$ cat src/hdl/sefe_defs.svh
`ifndef SEFE_DEFS_SVH
`define SEFE_DEFS_SVH

`define SEFE_OP_SET_WL 8'h06
`define SEFE_OP_CLR_WL 8'h04
`define SEFE_OP_RD_STAT 8'h05
`define SEFE_OP_WR_STAT 8'h01
`define SEFE_OP_READ 8'h03
`define SEFE_OP_WRITE 8'h02

`define SEFE_SB_PPE 7
`define SEFE_SB_IPS 6
`define SEFE_SB_IPL 4
`define SEFE_SB_BPH 3
`define SEFE_SB_BPL 2

`define SEFE_RST_PPE 1'b0
`define SEFE_RST_IPL 1'b0
`define SEFE_RST_BP 2'h0

`define SEFE_ADDR_BITS 16
`define SEFE_PAGE_BITS 5
`define SEFE_FIFO_DEPTH 16
`define SEFE_SYNC_RST 5'h0B

`define SEFE_CLK_KHZ 40000
`define SEFE_WC_TIME_US 4000
`define SEFE_PU_TIME_US 350
`define SEFE_WC_CYCLES ((`SEFE_WC_TIME_US * `SEFE_CLK_KHZ) / 1000)
`define SEFE_PU_CYCLES ((`SEFE_PU_TIME_US * `SEFE_CLK_KHZ) / 1000)

`endif

$ cat src/hdl/sefe_pkg.sv
`include "sefe_defs.svh"

package sefe_pkg;
   typedef enum logic [2:0] {
      ST_IDLE = 3'b000,
      ST_OPC = 3'b001,
      ST_ADDR = 3'b010,
      ST_WDATA = 3'b011,
      ST_SDATA = 3'b100,
      ST_OUT = 3'b101,
      ST_IGNORE = 3'b110
   } sefe_state_t;

   typedef struct packed {
      logic ident;
      logic [`SEFE_ADDR_BITS-1:0] addr;
      logic [7:0] data;
   } sefe_wr_t;
endpackage : sefe_pkg

$ cat src/hdl/sefe_sync.sv
`timescale 1ns/1ps
`default_nettype none

module sefe_sync #(
   parameter int W = 5,
   parameter logic [W-1:0] RST = '0
) (
   input wire logic clk_sys,
   input wire logic nrst,
   input wire logic clk_en,
   input wire logic [W-1:0] d_in,
   output logic [W-1:0] d_out
);
   logic [W-1:0] s1_q;
   logic [W-1:0] s2_q;
   logic [W-1:0] s3_q;

   // a bit moves only when stages two and three agree, so one-cycle glitches never pass
   always_ff @(posedge clk_sys or negedge nrst) begin
      if (!nrst) begin
         s1_q <= RST;
         s2_q <= RST;
         s3_q <= RST;
         d_out <= RST;
      end else if (clk_en) begin
         s1_q <= d_in;
         s2_q <= s1_q;
         s3_q <= s2_q;
         d_out <= (s2_q & s3_q) | (d_out & (s2_q ^ s3_q));
      end
   end
endmodule : sefe_sync

`default_nettype wire

$ cat src/hdl/sefe_fifo.sv
`timescale 1ns/1ps
`default_nettype none

module sefe_fifo #(
   parameter int W = 25,
   parameter int DEPTH = 16
) (
   input wire logic clk_sys,
   input wire logic nrst,
   input wire logic clk_en,
   input wire logic in_valid,
   output logic in_ready,
   input wire logic [W-1:0] in_data,
   output logic out_valid,
   input wire logic out_ready,
   output logic [W-1:0] out_data
);
   localparam int AW = $clog2(DEPTH);
   logic [W-1:0] mem_q [DEPTH];
   logic [AW:0] wr_q;
   logic [AW:0] rd_q;

   // depth must be a power of two; the extra pointer bit tells full from empty
   assign in_ready = (wr_q ^ rd_q) != {1'b1, {AW{1'b0}}};
   assign out_valid = wr_q != rd_q;
   assign out_data = mem_q[rd_q[AW-1:0]];

   always_ff @(posedge clk_sys or negedge nrst) begin
      if (!nrst) begin
         wr_q <= '0;
         rd_q <= '0;
      end else if (clk_en) begin
         if (in_valid && in_ready) begin
            wr_q <= wr_q + 1'b1;
         end
         if (out_valid && out_ready) begin
            rd_q <= rd_q + 1'b1;
         end
      end
   end

   always_ff @(posedge clk_sys) begin
      if (clk_en && in_valid && in_ready) begin
         mem_q[wr_q[AW-1:0]] <= in_data;
      end
   end
endmodule : sefe_fifo

`default_nettype wire

$ cat src/hdl/sefe_top.sv
// Contract
// - serial input bit is taken on each rising serial clock edge, both modes.
// - serial output moves to its next bit on each falling serial clock edge.
// - chip select high tri-states the output and idles, write cycle may continue.
// - protect pin high never blocks any write.
// - protect pin low with protect enable set refuses status updates.
// - a pause keeps the position in the current instruction sequence.
// - first eight bits after select falls form the opcode.
// - only the six defined opcodes act; any other opcode is ignored.
// - opcode 06h sets the write enable latch.
// - opcode 04h clears the write enable latch.
// - opcode 05h returns the status byte on the serial output.
// - opcode 01h loads the next byte into the writable status bits.
// - opcode 03h takes an address then returns stored bytes.
// - opcode 02h takes an address then bytes to program.
// - memory write acts only with the write enable latch set.
// - ident page select set steers reads and writes to the 32 byte page.
// - write cycle starts at select rising after a valid write, ends by 4 ms.
// - write enable latch is set and cleared by commands and shown in status.
// - during a write cycle only status read acts; busy shows in status.
// - hardware protection needs protect pin low and protect enable set.
// - ident page select clears itself after a read or write completes.
`include "sefe_defs.svh"
`timescale 1ns/1ps
`default_nettype none

module sefe_top #(
   parameter int WC_CYCLES = `SEFE_WC_CYCLES,
   parameter int PU_CYCLES = `SEFE_PU_CYCLES,
   parameter int FIFO_DEPTH = `SEFE_FIFO_DEPTH
) (
   input wire logic clk_sys,
   input wire logic nrst,
   input wire logic clk_en,
   input wire logic spi_sck,
   input wire logic spi_cs_n,
   input wire logic spi_si,
   input wire logic spi_hold_n,
   input wire logic spi_wp_n,
   output logic spi_so,
   output logic spi_so_oe,
   output logic mem_rd_req,
   output logic [`SEFE_ADDR_BITS-1:0] mem_rd_addr,
   output logic mem_rd_ident,
   input wire logic mem_rd_ack,
   input wire logic [7:0] mem_rd_data,
   output logic mem_wr_valid,
   input wire logic mem_wr_ready,
   output var sefe_pkg::sefe_wr_t mem_wr_word,
   output logic mem_wr_commit,
   output logic wr_overflow,
   output logic [7:0] status,
   output logic busy,
   output logic powered
);
   localparam int WCW = $clog2(WC_CYCLES + 1);
   localparam int PUW = $clog2(PU_CYCLES + 1);
   localparam int AB = `SEFE_ADDR_BITS;

   function automatic logic op_known(input logic [7:0] op);
      case (op)
         `SEFE_OP_SET_WL, `SEFE_OP_CLR_WL, `SEFE_OP_RD_STAT,
         `SEFE_OP_WR_STAT, `SEFE_OP_READ, `SEFE_OP_WRITE: op_known = 1'b1;
         default: op_known = 1'b0;
      endcase
   endfunction : op_known

   function automatic sefe_pkg::sefe_state_t op_state(input logic [7:0] op);
      case (op)
         `SEFE_OP_READ, `SEFE_OP_WRITE: op_state = sefe_pkg::ST_ADDR;
         `SEFE_OP_WR_STAT: op_state = sefe_pkg::ST_SDATA;
         `SEFE_OP_RD_STAT: op_state = sefe_pkg::ST_OUT;
         default: op_state = sefe_pkg::ST_IGNORE;
      endcase
   endfunction : op_state

   logic [4:0] pins_s;
   logic sck_s, cs_s, si_s, hold_s, wp_s;
   logic sck_prev_q, cs_prev_q;
   logic sck_rise, sck_fall, cs_rise, cs_fall;

   sefe_sync #(
      .W(5),
      .RST(`SEFE_SYNC_RST)
   ) u_sync (
      .clk_sys(clk_sys),
      .nrst(nrst),
      .clk_en(clk_en),
      .d_in({spi_sck, spi_cs_n, spi_si, spi_hold_n, spi_wp_n}),
      .d_out(pins_s)
   );

   assign {sck_s, cs_s, si_s, hold_s, wp_s} = pins_s;

   always_ff @(posedge clk_sys or negedge nrst) begin
      if (!nrst) begin
         sck_prev_q <= 1'b0;
         cs_prev_q <= 1'b1;
      end else if (clk_en) begin
         sck_prev_q <= sck_s;
         cs_prev_q <= cs_s;
      end
   end

   // clock edges seen while paused are dropped, which freezes the bit, address and output counters
   assign sck_rise = hold_s && !cs_s && sck_s && !sck_prev_q;
   assign sck_fall = hold_s && !cs_s && !sck_s && sck_prev_q;
   assign cs_fall = !cs_s && cs_prev_q;
   assign cs_rise = cs_s && !cs_prev_q;

   sefe_pkg::sefe_state_t state_q;
   logic [2:0] bcnt_q;
   logic [7:0] rx_q, op_q, sdat_q;
   logic op_ok_q, sdat_ok_q, wbytes_q;
   logic [3:0] acnt_q;
   logic [AB-1:0] addr_q, rd_addr_q;
   logic rd_req_q, push_q;
   sefe_pkg::sefe_wr_t push_word_q;
   logic [7:0] rx_next;
   logic [AB-1:0] addr_next;
   logic [2:0] ocnt_q;
   logic busy_q, pwr_ok, wel_q, ppe_q, ips_q, ipl_q;
   logic [1:0] bp_q;
   logic wr_allowed, fifo_in_ready, wbyte_done;

   assign rx_next = {rx_q[6:0], si_s};
   assign addr_next = {addr_q[AB-2:0], si_s};
   assign wbyte_done = sck_rise && state_q == sefe_pkg::ST_WDATA && bcnt_q == 3'h7;
   // locked ident page, or ident page under full block protection, takes no write
   assign wr_allowed = wel_q && !(ips_q && (ipl_q || (&bp_q)));

   always_ff @(posedge clk_sys or negedge nrst) begin
      if (!nrst) begin
         state_q <= sefe_pkg::ST_IDLE;
         bcnt_q <= 3'h0;
         rx_q <= 8'h00;
         op_q <= 8'h00;
         op_ok_q <= 1'b0;
         sdat_q <= 8'h00;
         sdat_ok_q <= 1'b0;
         wbytes_q <= 1'b0;
         acnt_q <= 4'h0;
         addr_q <= '0;
         rd_addr_q <= '0;
         rd_req_q <= 1'b0;
         push_q <= 1'b0;
         push_word_q <= '0;
      end else if (clk_en) begin
         rd_req_q <= 1'b0;
         push_q <= 1'b0;
         if (cs_fall) begin
            state_q <= pwr_ok ? sefe_pkg::ST_OPC : sefe_pkg::ST_IGNORE;
            bcnt_q <= 3'h0;
            acnt_q <= 4'h0;
            op_ok_q <= 1'b0;
            sdat_ok_q <= 1'b0;
            wbytes_q <= 1'b0;
         end else if (cs_rise) begin
            state_q <= sefe_pkg::ST_IDLE;
         end else if (sck_rise) begin
            case (state_q)
               sefe_pkg::ST_OPC: begin
                  rx_q <= rx_next;
                  bcnt_q <= bcnt_q + 3'h1;
                  if (bcnt_q == 3'h7) begin
                     op_q <= rx_next;
                     if (busy_q && rx_next != `SEFE_OP_RD_STAT) begin
                        state_q <= sefe_pkg::ST_IGNORE;
                        op_ok_q <= 1'b0;
                     end else begin
                        state_q <= op_state(rx_next);
                        op_ok_q <= op_known(rx_next);
                     end
                  end
               end
               sefe_pkg::ST_ADDR: begin
                  acnt_q <= acnt_q + 4'h1;
                  addr_q <= addr_next;
                  if (acnt_q == 4'hF) begin
                     if (op_q == `SEFE_OP_READ) begin
                        state_q <= sefe_pkg::ST_OUT;
                        rd_req_q <= 1'b1;
                        rd_addr_q <= addr_next;
                        addr_q <= addr_next + 1'b1;
                     end else begin
                        state_q <= sefe_pkg::ST_WDATA;
                     end
                  end
               end
               sefe_pkg::ST_WDATA: begin
                  rx_q <= rx_next;
                  bcnt_q <= bcnt_q + 3'h1;
                  if (bcnt_q == 3'h7 && wr_allowed && fifo_in_ready) begin
                     push_q <= 1'b1;
                     push_word_q <= '{ident: ips_q, addr: addr_q, data: rx_next};
                     wbytes_q <= 1'b1;
                     // page offset wraps, the page number stays put
                     addr_q[`SEFE_PAGE_BITS-1:0] <= addr_q[`SEFE_PAGE_BITS-1:0] + 1'b1;
                  end
               end
               sefe_pkg::ST_SDATA: begin
                  rx_q <= rx_next;
                  bcnt_q <= bcnt_q + 3'h1;
                  if (bcnt_q == 3'h7) begin
                     sdat_q <= rx_next;
                     sdat_ok_q <= 1'b1;
                     state_q <= sefe_pkg::ST_IGNORE;
                  end
               end
               default: begin
               end
            endcase
         end else if (sck_fall && state_q == sefe_pkg::ST_OUT && ocnt_q == 3'h0
                      && op_q == `SEFE_OP_READ) begin
            rd_req_q <= 1'b1;
            rd_addr_q <= addr_q;
            addr_q <= addr_q + 1'b1;
         end
      end
   end

   logic [7:0] status_w, sh_q, tx_nxt_q, out_byte;
   logic so_q;

   assign status_w = {ppe_q, ips_q, 1'b0, ipl_q, bp_q, wel_q, busy_q};
   assign out_byte = (op_q == `SEFE_OP_RD_STAT) ? status_w : tx_nxt_q;

   always_ff @(posedge clk_sys or negedge nrst) begin
      if (!nrst) begin
         so_q <= 1'b0;
         sh_q <= 8'h00;
         ocnt_q <= 3'h0;
         tx_nxt_q <= 8'h00;
      end else if (clk_en) begin
         if (mem_rd_ack) begin
            tx_nxt_q <= mem_rd_data;
         end
         if (cs_fall) begin
            ocnt_q <= 3'h0;
         end else if (sck_fall && state_q == sefe_pkg::ST_OUT) begin
            ocnt_q <= ocnt_q + 3'h1;
            if (ocnt_q == 3'h0) begin
               so_q <= out_byte[7];
               sh_q <= {out_byte[6:0], 1'b0};
            end else begin
               so_q <= sh_q[7];
               sh_q <= {sh_q[6:0], 1'b0};
            end
         end
      end
   end

   assign spi_so = so_q;
   assign spi_so_oe = !cs_s && hold_s && state_q == sefe_pkg::ST_OUT;

   logic [WCW-1:0] wc_cnt_q;
   logic [PUW-1:0] pu_cnt_q;
   logic wc_mem_q, commit_q, wr_go, st_go, wc_end, hw_prot, both_locks;

   assign busy_q = wc_cnt_q != '0;
   assign wc_end = wc_cnt_q == WCW'(1);
   assign pwr_ok = pu_cnt_q == '0;
   assign hw_prot = !wp_s && ppe_q;
   assign wr_go = cs_rise && op_ok_q && op_q == `SEFE_OP_WRITE && wbytes_q && bcnt_q == 3'h0;
   assign st_go = cs_rise && op_ok_q && op_q == `SEFE_OP_WR_STAT && sdat_ok_q
                  && wel_q && !hw_prot;
   // setting both page bits in one status write leaves both untouched
   assign both_locks = sdat_q[`SEFE_SB_IPS] && sdat_q[`SEFE_SB_IPL];

   always_ff @(posedge clk_sys or negedge nrst) begin
      if (!nrst) begin
         pu_cnt_q <= PUW'(PU_CYCLES);
      end else if (clk_en && !pwr_ok) begin
         pu_cnt_q <= pu_cnt_q - 1'b1;
      end
   end

   always_ff @(posedge clk_sys or negedge nrst) begin
      if (!nrst) begin
         wc_cnt_q <= '0;
         wc_mem_q <= 1'b0;
         commit_q <= 1'b0;
      end else if (clk_en) begin
         commit_q <= wr_go;
         if (wr_go || st_go) begin
            wc_cnt_q <= WCW'(WC_CYCLES);
            wc_mem_q <= wr_go;
         end else if (busy_q) begin
            wc_cnt_q <= wc_cnt_q - 1'b1;
         end
      end
   end

   always_ff @(posedge clk_sys or negedge nrst) begin
      if (!nrst) begin
         wel_q <= 1'b0;
         ppe_q <= `SEFE_RST_PPE;
         ips_q <= 1'b0;
         ipl_q <= `SEFE_RST_IPL;
         bp_q <= `SEFE_RST_BP;
      end else if (clk_en) begin
         if (wc_end) begin
            wel_q <= 1'b0;
         end else if (cs_rise && op_ok_q && op_q == `SEFE_OP_SET_WL) begin
            wel_q <= 1'b1;
         end else if (cs_rise && op_ok_q && op_q == `SEFE_OP_CLR_WL) begin
            wel_q <= 1'b0;
         end
         if (st_go) begin
            ppe_q <= sdat_q[`SEFE_SB_PPE];
            bp_q <= {sdat_q[`SEFE_SB_BPH], sdat_q[`SEFE_SB_BPL]};
            if (!both_locks) begin
               ips_q <= sdat_q[`SEFE_SB_IPS];
               ipl_q <= ipl_q | sdat_q[`SEFE_SB_IPL];
            end
         end else if ((wc_end && wc_mem_q)
                      || (cs_rise && op_ok_q && op_q == `SEFE_OP_READ)) begin
            ips_q <= 1'b0;
         end
      end
   end

   logic drop_q;

   sefe_fifo #(
      .W($bits(sefe_pkg::sefe_wr_t)),
      .DEPTH(FIFO_DEPTH)
   ) u_fifo (
      .clk_sys(clk_sys),
      .nrst(nrst),
      .clk_en(clk_en),
      .in_valid(push_q),
      .in_ready(fifo_in_ready),
      .in_data(push_word_q),
      .out_valid(mem_wr_valid),
      .out_ready(mem_wr_ready),
      .out_data(mem_wr_word)
   );

   // the host clock cannot be stalled, so a byte meeting a full queue is dropped and flagged
   always_ff @(posedge clk_sys or negedge nrst) begin
      if (!nrst) begin
         drop_q <= 1'b0;
      end else if (clk_en) begin
         if (wbyte_done && wr_allowed && !fifo_in_ready) begin
            drop_q <= 1'b1;
         end else if (cs_fall) begin
            drop_q <= 1'b0;
         end
      end
   end

   assign mem_rd_req = rd_req_q;
   assign mem_rd_addr = rd_addr_q;
   assign mem_rd_ident = ips_q;
   assign mem_wr_commit = commit_q;
   assign wr_overflow = drop_q;
   assign status = status_w;
   assign busy = busy_q;
   assign powered = pwr_ok;
endmodule : sefe_top

`default_nettype wire

$ cat config.mk
export PLATFORM = sky130hd
export DESIGN_NAME = sefe_top
export DESIGN_NICKNAME = d
export VERILOG_FILES = /design/src/hdl/sefe_pkg.sv /design/src/hdl/sefe_sync.sv /design/src/hdl/sefe_fifo.sv /design/src/hdl/sefe_top.sv
export VERILOG_INCLUDE_DIRS = /design/src /design/src/hdl
export SDC_FILE = /design/constraint.sdc
export NUM_CORES = 1
export LEC_CHECK = 0
export BUFFER_PORTS_ARGS = -buffer_cell sky130_fd_sc_hd__buf_2
export CAP_MARGIN = 5
export CORE_UTILIZATION = 42
export DETAILED_ROUTE_END_ITERATION = 6
export SLEW_MARGIN = 25
export SYNTH_ARGS = -nofsm -noshare
export SYNTH_HDL_FRONTEND = slang
export SYNTH_SLANG_ARGS = --single-unit
export TNS_END_PERCENT = 100
$ cat constraint.sdc
create_clock -name clk_sys -period 5.2 [get_ports clk_sys]
set_input_delay 1.3 -clock clk_sys [delete_from_list [all_inputs] [get_ports clk_sys]]
set_output_delay 1.3 -clock clk_sys [all_outputs]
set_load 0.005 [all_outputs]
Word-level counts from Yosys, hierarchy flattened
Memories as Yosys holds them, arrays and structs flattened.
Index checks and enable logic that the tools add are counted.
- $add $sub $neg: 10
- equal/unequal tests: 33
- muxes and demuxes: 77
- bitwise logic cells: 9
- reduce and logical (&&, ||, !) cells: 100
- operator list (operator ; number):
    16-bit 2-to-1 mux ; 9
    8-bit by 3-bit == test with 1-bit output (second input constant) ; 6
    3-bit 2-to-1 mux ; 15
    1-bit 2-to-1 mux ; 40
    1-bit logical AND ; 39
    18-bit 2-to-1 mux ; 2
    16-bit by 1-bit adder with 16-bit output (second input constant) ; 2
    8-bit by 2-bit == test with 1-bit output (second input constant) ; 4
    6-bit AND reduction ; 5
    2-bit nonzero test ; 13
    5-bit AND reduction ; 5
    2-bit AND reduction ; 10
    18-bit by 1-bit == test with 1-bit output (second input constant) ; 1
    3-bit one-hot mux with 3 select lines ; 2
    18-bit nonzero test ; 1
    18-bit by 1-bit subtractor with 18-bit output (second input constant) ; 1
    8-bit by 1-bit == test with 1-bit output (second input constant) ; 2
    4-bit 2-to-1 mux ; 4
    8-bit 2-to-1 mux ; 2
    5-bit by 1-bit adder with 5-bit output (second input constant) ; 3
    14-bit zero test ; 1
    14-bit by 1-bit subtractor with 14-bit output (second input constant) ; 1
    4-bit != test (second input constant) ; 3
    11-bit 2-to-1 mux ; 1
    31 further kinds ; 57
- register bits: 188
- RAM bits: 400
- input port bits: 18
- output and inout bits: 58
- logic and storage cells: 269
- memories: 1
- memories (name ; words ; width ; rd ports ; clocked after Yosys merged registers in ; write ports ; RTL line ; text):
    u_fifo.mem_q ; 16 ; 25 ; 1 ; 0 ; 1 ; sefe_fifo.sv:19 ; logic [W-1:0] mem_q [DEPTH];

Longest topological paths before layout
Gate-level depths: netlist (run 1).
- depth in word-level cells: 12
- mapped depth: 9
- mapped depth without buffers: 9

Hierarchy
A second synthesis (run 1) with hierarchy kept.
- cell total of the unflattened synthesis: 1644
- area total of the unflattened synthesis: 24820.1 um^2
- by module, submodules not included (module ; times used ; cells each ; area an instance (um^2) ; sequential area each (um^2)):
    sefe_fifo ; 1 ; 803 ; 16054.1 ; 12261.8
    sefe_top ; 1 ; 789 ; 7921.3 ; 3863.7
    sefe_sync ; 1 ; 52 ; 844.6 ; 515.5

Worst setup path after synthesis (run 1)
Ideal clock, no wire load.
- path kind: input port to flip-flop
- from: input clk_en
- to: memory u_fifo.mem_q[15][0] (enable)
- library setup time: 409 ps
- arrival time: 3619 ps
- data required time: 4791 ps
- slack: 1172 ps
- stages on the path: 6
- path buffers: 2
- path through: clkbuf_1 clkbuf_1 nand2_1 a21oi_1 nand2_1 nor2_1
- longest elaborated chain between the ends: 4
- ends and longest elaborated chain (element ; RTL line ; text):
    from (decl) ; sefe_top.sv:34 ; input wire logic clk_en,
    1-bit logical AND (2 in a row) ; sefe_fifo.sv:43 ; if (clk_en && in_valid && in_ready) begin
    1-bit 2-to-1 mux ; sefe_fifo.sv:43 ;
    1-bit 2-to-1 mux (not written as such) ; sefe_fifo.sv:44 ; mem_q[wr_q[AW-1:0]] <= in_data;
    to (decl) ; sefe_fifo.sv:19 ;
No other way between the ends.

==> run summary, run 1 <==
Clk pin slew, worst setup/hold paths: 60 ps
Starting Density: 42.8%
fin. max-slew vios: 0
initial antenna violation count: 0
DP Cell Count: 2238
Place WS: 1290 ps
final hold violation count: 0
synth top area cells: edfxtp_1, dfrtp_1, mux4_2, mux2_2, dfstp_2
Post-Synthesis Cells: 1463
Synth area leader: edfxtp_1
commonest non-fill, non-tap cell in the layout: edfxtp_1
Synth-to-Final Area Change: 14.3%
starting DRC count in detailed routing: 913
register bit total from synthesis: 584
CTS Sinks: 584
synthesized area: 24300 sq um
Post-synth EDFFs: 400
clk_lat worst skew: 650 ps
CTS Hold Bufs: 0
Routability Congestion: 0.817
most frequent cells in the layout: edfxtp_1, dfrtp_1, mux4_2
highest metal used: met4
Leak: 0.00967 uW
WHS Endpoint: sh_q[5]
post-synthesis cell type count: 69
setup violators final: 0
Initial DRT Pass Iterations: 5
routed vias: 13200
synthesized net count: 1506
Placement Rows: 87
Hold Path Origin: sh_q[5]
die height: 243 microns
met3 wire len: 2700 microns
RSZ-0062 raised after global routing: no
M1 wire length: 23800 microns
post-detail-place hpwl: 31200 microns
dominant synthesized flop cell: edfxtp_1
drt wl/cell: 22.5 microns
worst hold slack: 478 ps
TritonCTS clock tree: done
Worst Path Arrival: 3140 ps
filler cell count: 4774
worst r2r src: u_fifo.rd_q[0]
final period utilization: 85.3%
Syn Area/Cell: 16.6 sq um
Worst Tran Pin Value: 995 ps
drt drc: 0
Worst EP required: 3900 ps
VDD IR max: 0.283 mV
Total Power: 11700 uW
DRT Wirelength: 52900 microns
Cell Pwr Density: 420 nW/um^2
largest net degree at the start of global routing: 104
crit start category: flip-flop
die width: 243 microns
vias in the first global route: 13400
PostCTS Resize Cnt: 0
post-synth top area share: 49.4%
final std cells w/o fill: 2355
nets: 1588
ys async rst share: 31.5%
setup tns final: 0 ps
Seq/Total Area, Yosys: 68.4%
Syn. warnings: 0
Layout Skew: 47.1 ps
share of layout cells above drive strength 1: 28.1%
r2r endpoint: u_fifo.mem_q[13][6]
Longest Clk Path Bufs: 3
Hold WC Path Type: flip-flop to flip-flop
met2 WL post-DR: 25300 microns
FMAX: 225 MHz
clock root cell: clkbuf_16
Post CTS Setup Buffer Count: 0
max_cap viols: 0
CTS Buf Count: 61
worst hold stages: 1
GRT Residual Overflow: 0
Register-to-Register Path Depth: 5
Final min period: 4440 ps
global-route wire length before repair: 82100 microns
Die ar.: 58900 sq um
setup slack, reg-to-reg: 1720 ps
critical path peak fanout: 35
kind of critical path: flip-flop to primary output
vias per cell: 5.59
Final ANT Viol Nets: 0
Placeable Area: 56800 sq um
Total GRT Usage: 18.2%
H-tree depth: 2
Worst Setup End Kind: primary output
# IOs: 76
IO buf count: 74
outcome: complete, no violations
max_slew headroom: 33.6%
final setup margin: 762 ps
==> layout make-up <==
cell class                 count  area [sq um]  area share [%]
inverter                      22          82.6           0.297
antenna                        1          2.50         0.00900
timing repair buffer         104           667            2.40
tap                          756           946            3.40
sequential                   584         16600            59.9
clock inverter                35           532            1.91
multi-input combinational    772          7290            26.2
clock buffer                  81          1640            5.90
==> worst max-delay path by stage <==
stage,slack [ps],startpoint,to
3_5_place_dp,1290,u_fifo.rd_q[0],mem_wr_word[14]
6_report,760,u_fifo.rd_q[0],mem_wr_word[14]
3_3_place_gp,1280,u_fifo.rd_q[0],mem_wr_word[14]
4_1_cts,630,u_fifo.rd_q[0],mem_wr_word[14]
5_1_grt,560,u_fifo.rd_q[0],mem_wr_word[14]
2_1_floorplan,1170,clk_en,u_fifo.mem_q[15][0]
==> sequential cells by signal (all words and copies together) (netlist names), 5 cells and up <==
name / flops
u_sync.d_out: 5
rx_q: 7
addr_q: 16
tx_nxt_q: 8
u_fifo.rd_q: 5
sh_q: 7
u_fifo.wr_q: 5
sdat_q: 5
u_sync.s1_q: 5
op_q: 8
pu_cnt_q: 14
u_fifo.mem_q: 400
mem_rd_addr: 16
u_sync.s3_q: 5
push_word_q: 25
wc_cnt_q: 18
u_sync.s2_q: 5
==> critical path, stage by stage, from the launching register on <==
cell     delay (ps)
dfrtp_4         900
buf_4           430
mux4_2          540
mux4_2          500
buf_2           150
==> where the power goes <==
group	switching [uW]	internal, uW	total (uW)
sequential	343	5080	5420
clock	1840	2790	4630
combinational	840	780	1620
==> kinds of logic after synthesis <==
logic type               count (synthesis)  synth area share, %
flip-flops                             584                 68.4
AND/OR/NAND/NOR                        298                 6.26
multiplexers                           227                 16.2
AO/OA/AOI/OAI                          174                 4.46
buffers and inverters                  107                 1.76
XOR/XNOR                                47                 1.69
adder cells (fa/ha/maj)                 25                 1.29
other                                    1               0.0154
==> cells in the mapped netlist (9+ instances only) <==
master and number:
nor2_1 54, a21oi_1 47, or4_1 10, and2_1 15, dfrtp_1 164, nand3_1 16
xor2_1 14, ha_1 25, xnor2_1 33, mux4_2 125, nor3_1 21, inv_1 21
o21ai_0 54, nand2_1 93, buf_1 13, edfxtp_1 400, nor2b_1 10, dfstp_2 20
mux2_2 76, a21o_1 9, mux2i_1 26, clkbuf_1 63, nand4_1 14, and3_1 10
==> per-stage QoR <==
stage | area, sq um | util (%)
floorplan | 24300 | -
global placement | 25600 | 45.1
detailed placement | 25600 | 45.1
CTS | 27800 | 48.9
global route | 27800 | 48.9
finish | 27800 | 48.9
==> per-layer routing <==
metal	up-vias	global-route usage, %
li1	5867	-
met1	6842	25.9
met2	377	29.2
met3	80	3.11
met4	0	4.68
met5	-	0
No activity file was read; power rests on OpenSTA's default activity.
==> run 2: changes to the inputs <==
Clock period 5.2 ns to 4.8 ns, I/O delays scaled along.
==> run 2 against run 1 <==
  * Sequential share of layout area increased by 0.40 points
  * Via count decreased by 0.87%
  * Total power increased by 4.7%
  * Global-route usage increased by 0.20 points
  * Critical path type unchanged
  * Final cell count decreased by 0.13%
  * Design area decreased by 0.67%
  * Wire length increased by 0.29%
==> run summary, run 2 (same netlist as run 1, synthesis figures left out) <==
Largest stage delay, worst path: 970 ps (+70 ps)
Synth-to-Final Area Change: 13.5%
FMAX: 237 MHz
outcome: complete, no violations
VDD IR max: 0.468 mV (+65%)
Die ar.: 58900 sq um (unchanged)
ant diodes: 0 (-1)
kind of critical path: flip-flop to primary output
routed vias: 13100 (-0.87%)
DP Cell Count: 2242 (+0.18%)
Leak: 0.00961 uW (-0.67%)
setup violators final: 0 (unchanged)
Logic pwr share: 14.8% (+0.9 points)
max_slew headroom: 39.3% (+5.6 points)
Hold WC Path Type: flip-flop to flip-flop
P_sw: 3210 uW (+5.9%)
nets: 1591 (+0.19%)
setup slack, reg-to-reg: 1370 ps (-350 ps)
Post CTS Setup Buffer Count: 0 (unchanged)
max reg flops: 400 (unchanged)
PostCTS Resize Cnt: 0 (unchanged)
Hold Path Origin: u_sync.d_out[1]
die width: 243 microns (unchanged)
Layout Skew: 27.0 ps (-20.1 ps)
Max stage delay cell, worst path: dfrtp_4
CTS Buf Count: 60 (-1.6%)
share of layout cells above drive strength 1: 27.4% (-0.72 points)
Clk pin slew, worst setup/hold paths: 60 ps (about the same)
drt drc: 0 (unchanged)
DRT Wirelength: 53000 microns (+0.29%)
Cell Pwr Density: 443 nW/um^2 (+5.4%)
final period utilization: 87.8%
Placeable Area: 56800 sq um (unchanged)
Total GRT Usage: 18.4% (+0.20 points)
worst hold stages: 2 (+1)
vias per cell: 5.55 (-0.75%)
worst hold slack: 478 ps (-0.0110 ps)
die height: 243 microns (unchanged)
Placement Rows: 87 (unchanged)
critical path peak fanout: 51 (+46%)
r2r endpoint: u_fifo.mem_q[11][1]
Register-to-Register Path Depth: 6 (+1)
most frequent cells in the layout: edfxtp_1, dfrtp_1, mux4_2
most used cell, CP: mux4_2
crit start category: flip-flop
Final min period: 4220 ps
switching part of the total: 26.2% (+0.30 points)
drt wl/cell: 22.5 microns (+0.42%)
Starting Density: 42.8% (unchanged)
largest net degree at the start of global routing: 80 (-23%)
global-route wire length before repair: 82700 microns (+0.71%)
initial antenna violation count: 1 (+1)
Worst Setup End Kind: primary output
CTS Sinks: 584 (unchanged)
buffers and inverters on the worst path: 2 (unchanged)
Worst EP required: 3600 ps (-300 ps)
GRT Residual Overflow: 0 (unchanged)
IO buf count: 74 (unchanged)
CP cell instances: buf_4 > mux4_2 > mux4_2 > buf_2
clock root cell: clkbuf_16
clock power share: 37.6% (-2.1 points)
commonest non-fill, non-tap cell in the layout: edfxtp_1
Final ANT Viol Nets: 0 (unchanged)
starting DRC count in detailed routing: 1038 (+14%)
worst r2r src: u_fifo.rd_q[1]
max_cap viols: 0 (unchanged)
clk_lat worst skew: 630 ps (-20 ps)
sequential fraction of design power: 47.6% (+1.1 points)
Levels on crit path: 4 (unchanged)
kind of cell adding the most delay to the critical path: flip-flops
WHS Endpoint: u_sync.d_out[1]
final hold violation count: 0 (unchanged)
Longest Clk Path Bufs: 3 (unchanged)
Worst Tran Pin Value: 911 ps (-84.3 ps)
# IOs: 76 (unchanged)
RSZ-0062 raised after global routing: no
Routability Congestion: 0.800 (-2.1%)
Pint: 9020 uW (+4.3%)
H-tree depth: 2 (unchanged)
fin. max-slew vios: 0 (unchanged)
Initial DRT Pass Iterations: 5 (unchanged)
CTS Hold Bufs: 0 (unchanged)
setup tns final: 0 ps (unchanged)
Worst Path Arrival: 3020 ps (-120 ps)
TritonCTS clock tree: done
post-detail-place hpwl: 30900 microns (-0.70%)
final std cells w/o fill: 2352 (-0.13%)
vias in the first global route: 13600 (+1.2%)
==> run 2: cell count changes in the layout (fill, tap and decap cells not counted), sizes merged, moves of 2 or more <==
| cell | before | now |
|---|---|---|
| clkinv | 15 | 33 |
| clkbuf | 82 | 71 |
| bufinv | 11 | 7 |
| buf | 103 | 107 |
| inv | 23 | 21 |
| clkinvlp | 8 | 1 |
==> run 2: power groups by stage <==
stage               combinational [uW]  sequential (uW)  clock [uW]
floorplan                         1520             5700           0
global placement                  1820             5920           0
detailed placement                1850             5920           0
CTS                               1860             5820        4710
global route                      2000             5860        4900
finish                            1810             5820        4590
==> run 2: how the worst max path moves through the flow <==
stage / start / endpoint / slack [ps]
3_3_place_gp: u_fifo.rd_q[1] / mem_wr_word[18] / 1210
2_1_floorplan: clk_en / u_fifo.mem_q[15][0] / 870
4_1_cts: u_fifo.rd_q[1] / mem_wr_word[6] / 530
3_5_place_dp: u_fifo.rd_q[1] / mem_wr_word[6] / 1200
6_report: u_fifo.rd_q[1] / mem_wr_word[10] / 580
5_1_grt: u_fifo.rd_q[1] / mem_wr_word[10] / 490
==> run 2: worst min-delay path, stage by stage, from the launching register on <==
cell and delay, ps:
dfstp_2 370, o21ai_0 60, nand2_1 50
==> run 2: layout make-up <==
class	count	area, sq um
clock buffers	70	1550
repair buffers	108	709
flip-flops and latches	584	16600
inverters	22	82.6
fillers	4797	29200
well taps	756	946
clock inverters	40	399
multi-input cells	772	7290
==> run 2: stage by stage <==
stage          power [uW]  utilization [%]  setup WS [ps]  instance area (sq um)
6_report            12200             48.6            585                  27600
5_1_grt             12800             48.6            489                  27600
4_1_cts             12400             48.6            530                  27600
3_5_place_dp         7780             45.2           1200                  25700
3_3_place_gp         7740             45.2           1210                  25700
2_1_floorplan        7220                -            872                  24300
==> run 2: routing by layer <==
metal,wire [microns],vias up,track usage [%]
met3,2360,78,2.70
met5,0,-,0
li1,-,5864,-
met1,23700,6790,25.9
met2,25700,319,29.9
met4,1170,0,5.40
==> run 3: changes to the inputs <==
Settings changed: ABC_AREA set to 1.
==> run 3 against run 2 <==
  * Critical path depth grew 3
  * Clock skew grew 15 ps
  * Synthesized area grew 5.0%
  * Combinational power grew 120%
  * Sequential share of layout area shrank 2.5 points
  * Final cell count grew 40%
  * Via count grew 38%
  * Design area grew 4.4%
  * Clock-buffer cell count grew 8
  * Non-clock buffer count grew 3
  * Highest routed layer is now met5
==> run summary, run 3 <==
outcome: complete, no violations
critical path peak fanout: 84 (+65%)
Post-Synthesis Cells: 2406 (+64%)
vias in the first global route: 17400 (+28%)
setup violators final: 0 (unchanged)
Register-to-Register Path Depth: 8 (+2)
Syn Area/Cell: 10.6 sq um (-36%)
Logic pwr share: 27.5% (+13 points)
FMAX: 235 MHz (-1.1%)
synthesized area: 25600 sq um (+5.0%)
Worst Path Arrival: 3060 ps (+40 ps)
routed vias: 18000 (+38%)
Final min period: 4260 ps (+47.6 ps)
worst hold slack: 463 ps (-14.9 ps)
max reg flops: 400 (unchanged)
crit start category: flip-flop
nets: 2507 (+58%)
post-synth top area share: 47.0% (-2.4 points)
Post-synth top cells: nor2_1, edfxtp_1, nand2_1
Placeable Area: 60200 sq um (+6.0%)
Leak: 0.0118 uW (+23%)
ys async rst share: 31.5% (unchanged)
IO buf count: 74 (unchanged)
Seq/Total Area, Yosys: 65.1% (-3.3 points)
drt drc: 0 (unchanged)
XOR/XNOR Fraction of Synth Area: 1.40% (-0.29 points)
Routability Congestion: 0.872 (+9.1%)
Hold Path Origin: u_sync.s1_q[0]
dominant synthesized flop cell: edfxtp_1
die height: 249 microns (+2.5%)
Syn. warnings: 0 (unchanged)
Synth Area in Simple Gates: 17.0% (+11 points)
CTS Buf Count: 60 (unchanged)
GRT Residual Overflow: 0 (unchanged)
Synth area leader: edfxtp_1
Worst Setup End Kind: primary output
post-detail-place hpwl: 40200 microns (+30%)
Synth Area in Compound Gates: 10.3% (+5.9 points)
switching part of the total: 34.3% (+8.1 points)
adder-cell share of the synthesized area: 1.22% (-0.062 points)
sequential fraction of design power: 40.4% (-7.2 points)
Die ar.: 61800 sq um (+5.0%)
vias per cell: 5.46 (-1.7%)
setup tns final: 0 ps (unchanged)
VDD IR max: 0.475 mV (+1.4%)
max_slew headroom: 37.7% (-1.6 points)
Placement Rows: 90 (+3.4%)
final hold violation count: 0 (unchanged)
Worst EP required: 3600 ps (about the same)
ant diodes: 0 (unchanged)
Pint: 9690 uW (+7.5%)
kind of critical path: flip-flop to primary output
Initial DRT Pass Iterations: 7 (+2)
Starting Density: 42.4% (-0.40 points)
initial antenna violation count: 1 (unchanged)
most frequent cells in the layout: nor2_1, edfxtp_1, nand2_1
setup slack, reg-to-reg: 1540 ps (+170 ps)
Worst Tran Pin Value: 935 ps (+23.5 ps)
die width: 249 microns (+2.5%)
Hold WC Path Type: flip-flop to flip-flop
starting DRC count in detailed routing: 1326 (+28%)
worst hold stages: 2 (unchanged)
worst r2r src: u_fifo.rd_q[1]
Final ANT Viol Nets: 0 (unchanged)
largest family of logic cells by synthesized area: simple AND/OR/NAND/NOR gates
clock power share: 32.1% (-5.5 points)
Synth-to-Final Area Change: 12.8%
commonest non-fill, non-tap cell in the layout: nor2_1
largest net degree at the start of global routing: 147 (+84%)
Layout Skew: 42.3 ps (+15.2 ps)
WHS Endpoint: u_sync.s1_q[0]
Total GRT Usage: 21.0% (+2.6 points)
clock root cell: clkbuf_16
drt wl/cell: 19.9 microns (-12%)
Longest Clk Path Bufs: 3 (unchanged)
TritonCTS clock tree: done
# IOs: 76 (unchanged)
post-synthesis mux area share: 0.676% (-15 points)
r2r endpoint: u_fifo.mem_q[8][7]
synthesized net count: 2449 (+63%)
register bit total from synthesis: 584 (unchanged)
max_cap viols: 0 (unchanged)
DRT Wirelength: 65500 microns (+23%)
share of layout cells above drive strength 1: 12.0% (-15 points)
Post-synth EDFFs: 400 (unchanged)
Post CTS Setup Buffer Count: 0 (unchanged)
CTS Hold Bufs: 0 (unchanged)
clk_lat worst skew: 670 ps (+40 ps)
Cell Pwr Density: 512 nW/um^2 (+16%)
PostCTS Resize Cnt: 0 (unchanged)
CTS Sinks: 584 (unchanged)
global-route wire length before repair: 102000 microns (+23%)
final period utilization: 88.8% (+0.99 points)
most numerous cell in the Yosys netlist: nor2_1
P_sw: 5070 uW (+58%)
Clk pin slew, worst setup/hold paths: 60 ps (about the same)
H-tree depth: 2 (unchanged)
fin. max-slew vios: 0 (unchanged)
RSZ-0062 raised after global routing: no
synth top area cells: edfxtp_1, dfrtp_1, nor2_1, nand2_1, o21ai_0
post-synthesis cell type count: 52 (-25%)
run 3: per-layer routing:
metal	vias to the layer above	global-route usage (%)	share of wire, %
li1	8461	-	-
met1	8866	28.3	44
met2	546	34.7	48
met3	117	3.29	5.8
met4	2	7.03	2.5
met5	-	0	0.014
run 3: final cells by class:
class / count / area (sq um)
multi-input combinational: 1568 / 7920
tap: 782 / 978
fill: 5389 / 31400
clock buffer: 78 / 1650
timing repair buffer: 111 / 732
inverter: 139 / 524
clock inverter: 35 / 387
sequential: 584 / 16600
run 3: kinds of logic after synthesis:
logic type                 count (synthesis)
buffers and inverters                    254
muxes                                     17
DFF                                      584
other                                      1
and+or+nand+nor                         1045
xor gates and xnor gates                  41
AOI/OAI and AO/OA                        439
adders and majority gates                 25
run 3: how the worst max path moves through the flow:
stage              startpoint                   to  slack (ps)
6_report       u_fifo.rd_q[1]       mem_wr_word[1]         540
4_1_cts        u_fifo.rd_q[1]       mem_wr_word[1]         530
5_1_grt        u_fifo.rd_q[1]      mem_wr_word[19]         400
2_1_floorplan          clk_en  u_fifo.mem_q[11][0]        1480
3_3_place_gp   u_fifo.rd_q[1]       mem_wr_word[1]        1240
3_5_place_dp   u_fifo.rd_q[1]       mem_wr_word[1]        1220
run 3: stage by stage:
| step | cell area (sq um) | util, % | worst slack (ps) | cells | total power, uW |
|---|---|---|---|---|---|
| 2_1_floorplan | 25600 | - | 1480 | 2406 | 8760 |
| 3_3_place_gp | 26800 | 44.5 | 1240 | 3184 | 10000 |
| 3_5_place_dp | 26800 | 44.5 | 1220 | 3184 | 10100 |
| 4_1_cts | 28800 | 47.9 | 526 | 3297 | 14900 |
| 5_1_grt | 28800 | 47.9 | 396 | 3297 | 15500 |
| 6_report | 28800 | 47.9 | 537 | 3297 | 14800 |
run 3: power by group through the flow:
stage	clock network (uW)	registers [uW]	logic, uW
finish	4740	5960	4050
detailed placement	0	6060	4050
floorplan	0	5880	2880
CTS	4820	5960	4070
global placement	0	6040	3990
global route	5020	6010	4510
run 3: critical path, cell delays in order (launching register included):
cell and delay [ps]:
dfrtp_4 1020, buf_4 480, nor2_1 90, o21ai_0 100
o21ai_0 110, o211ai_1 170, nand3_1 230, buf_2 210
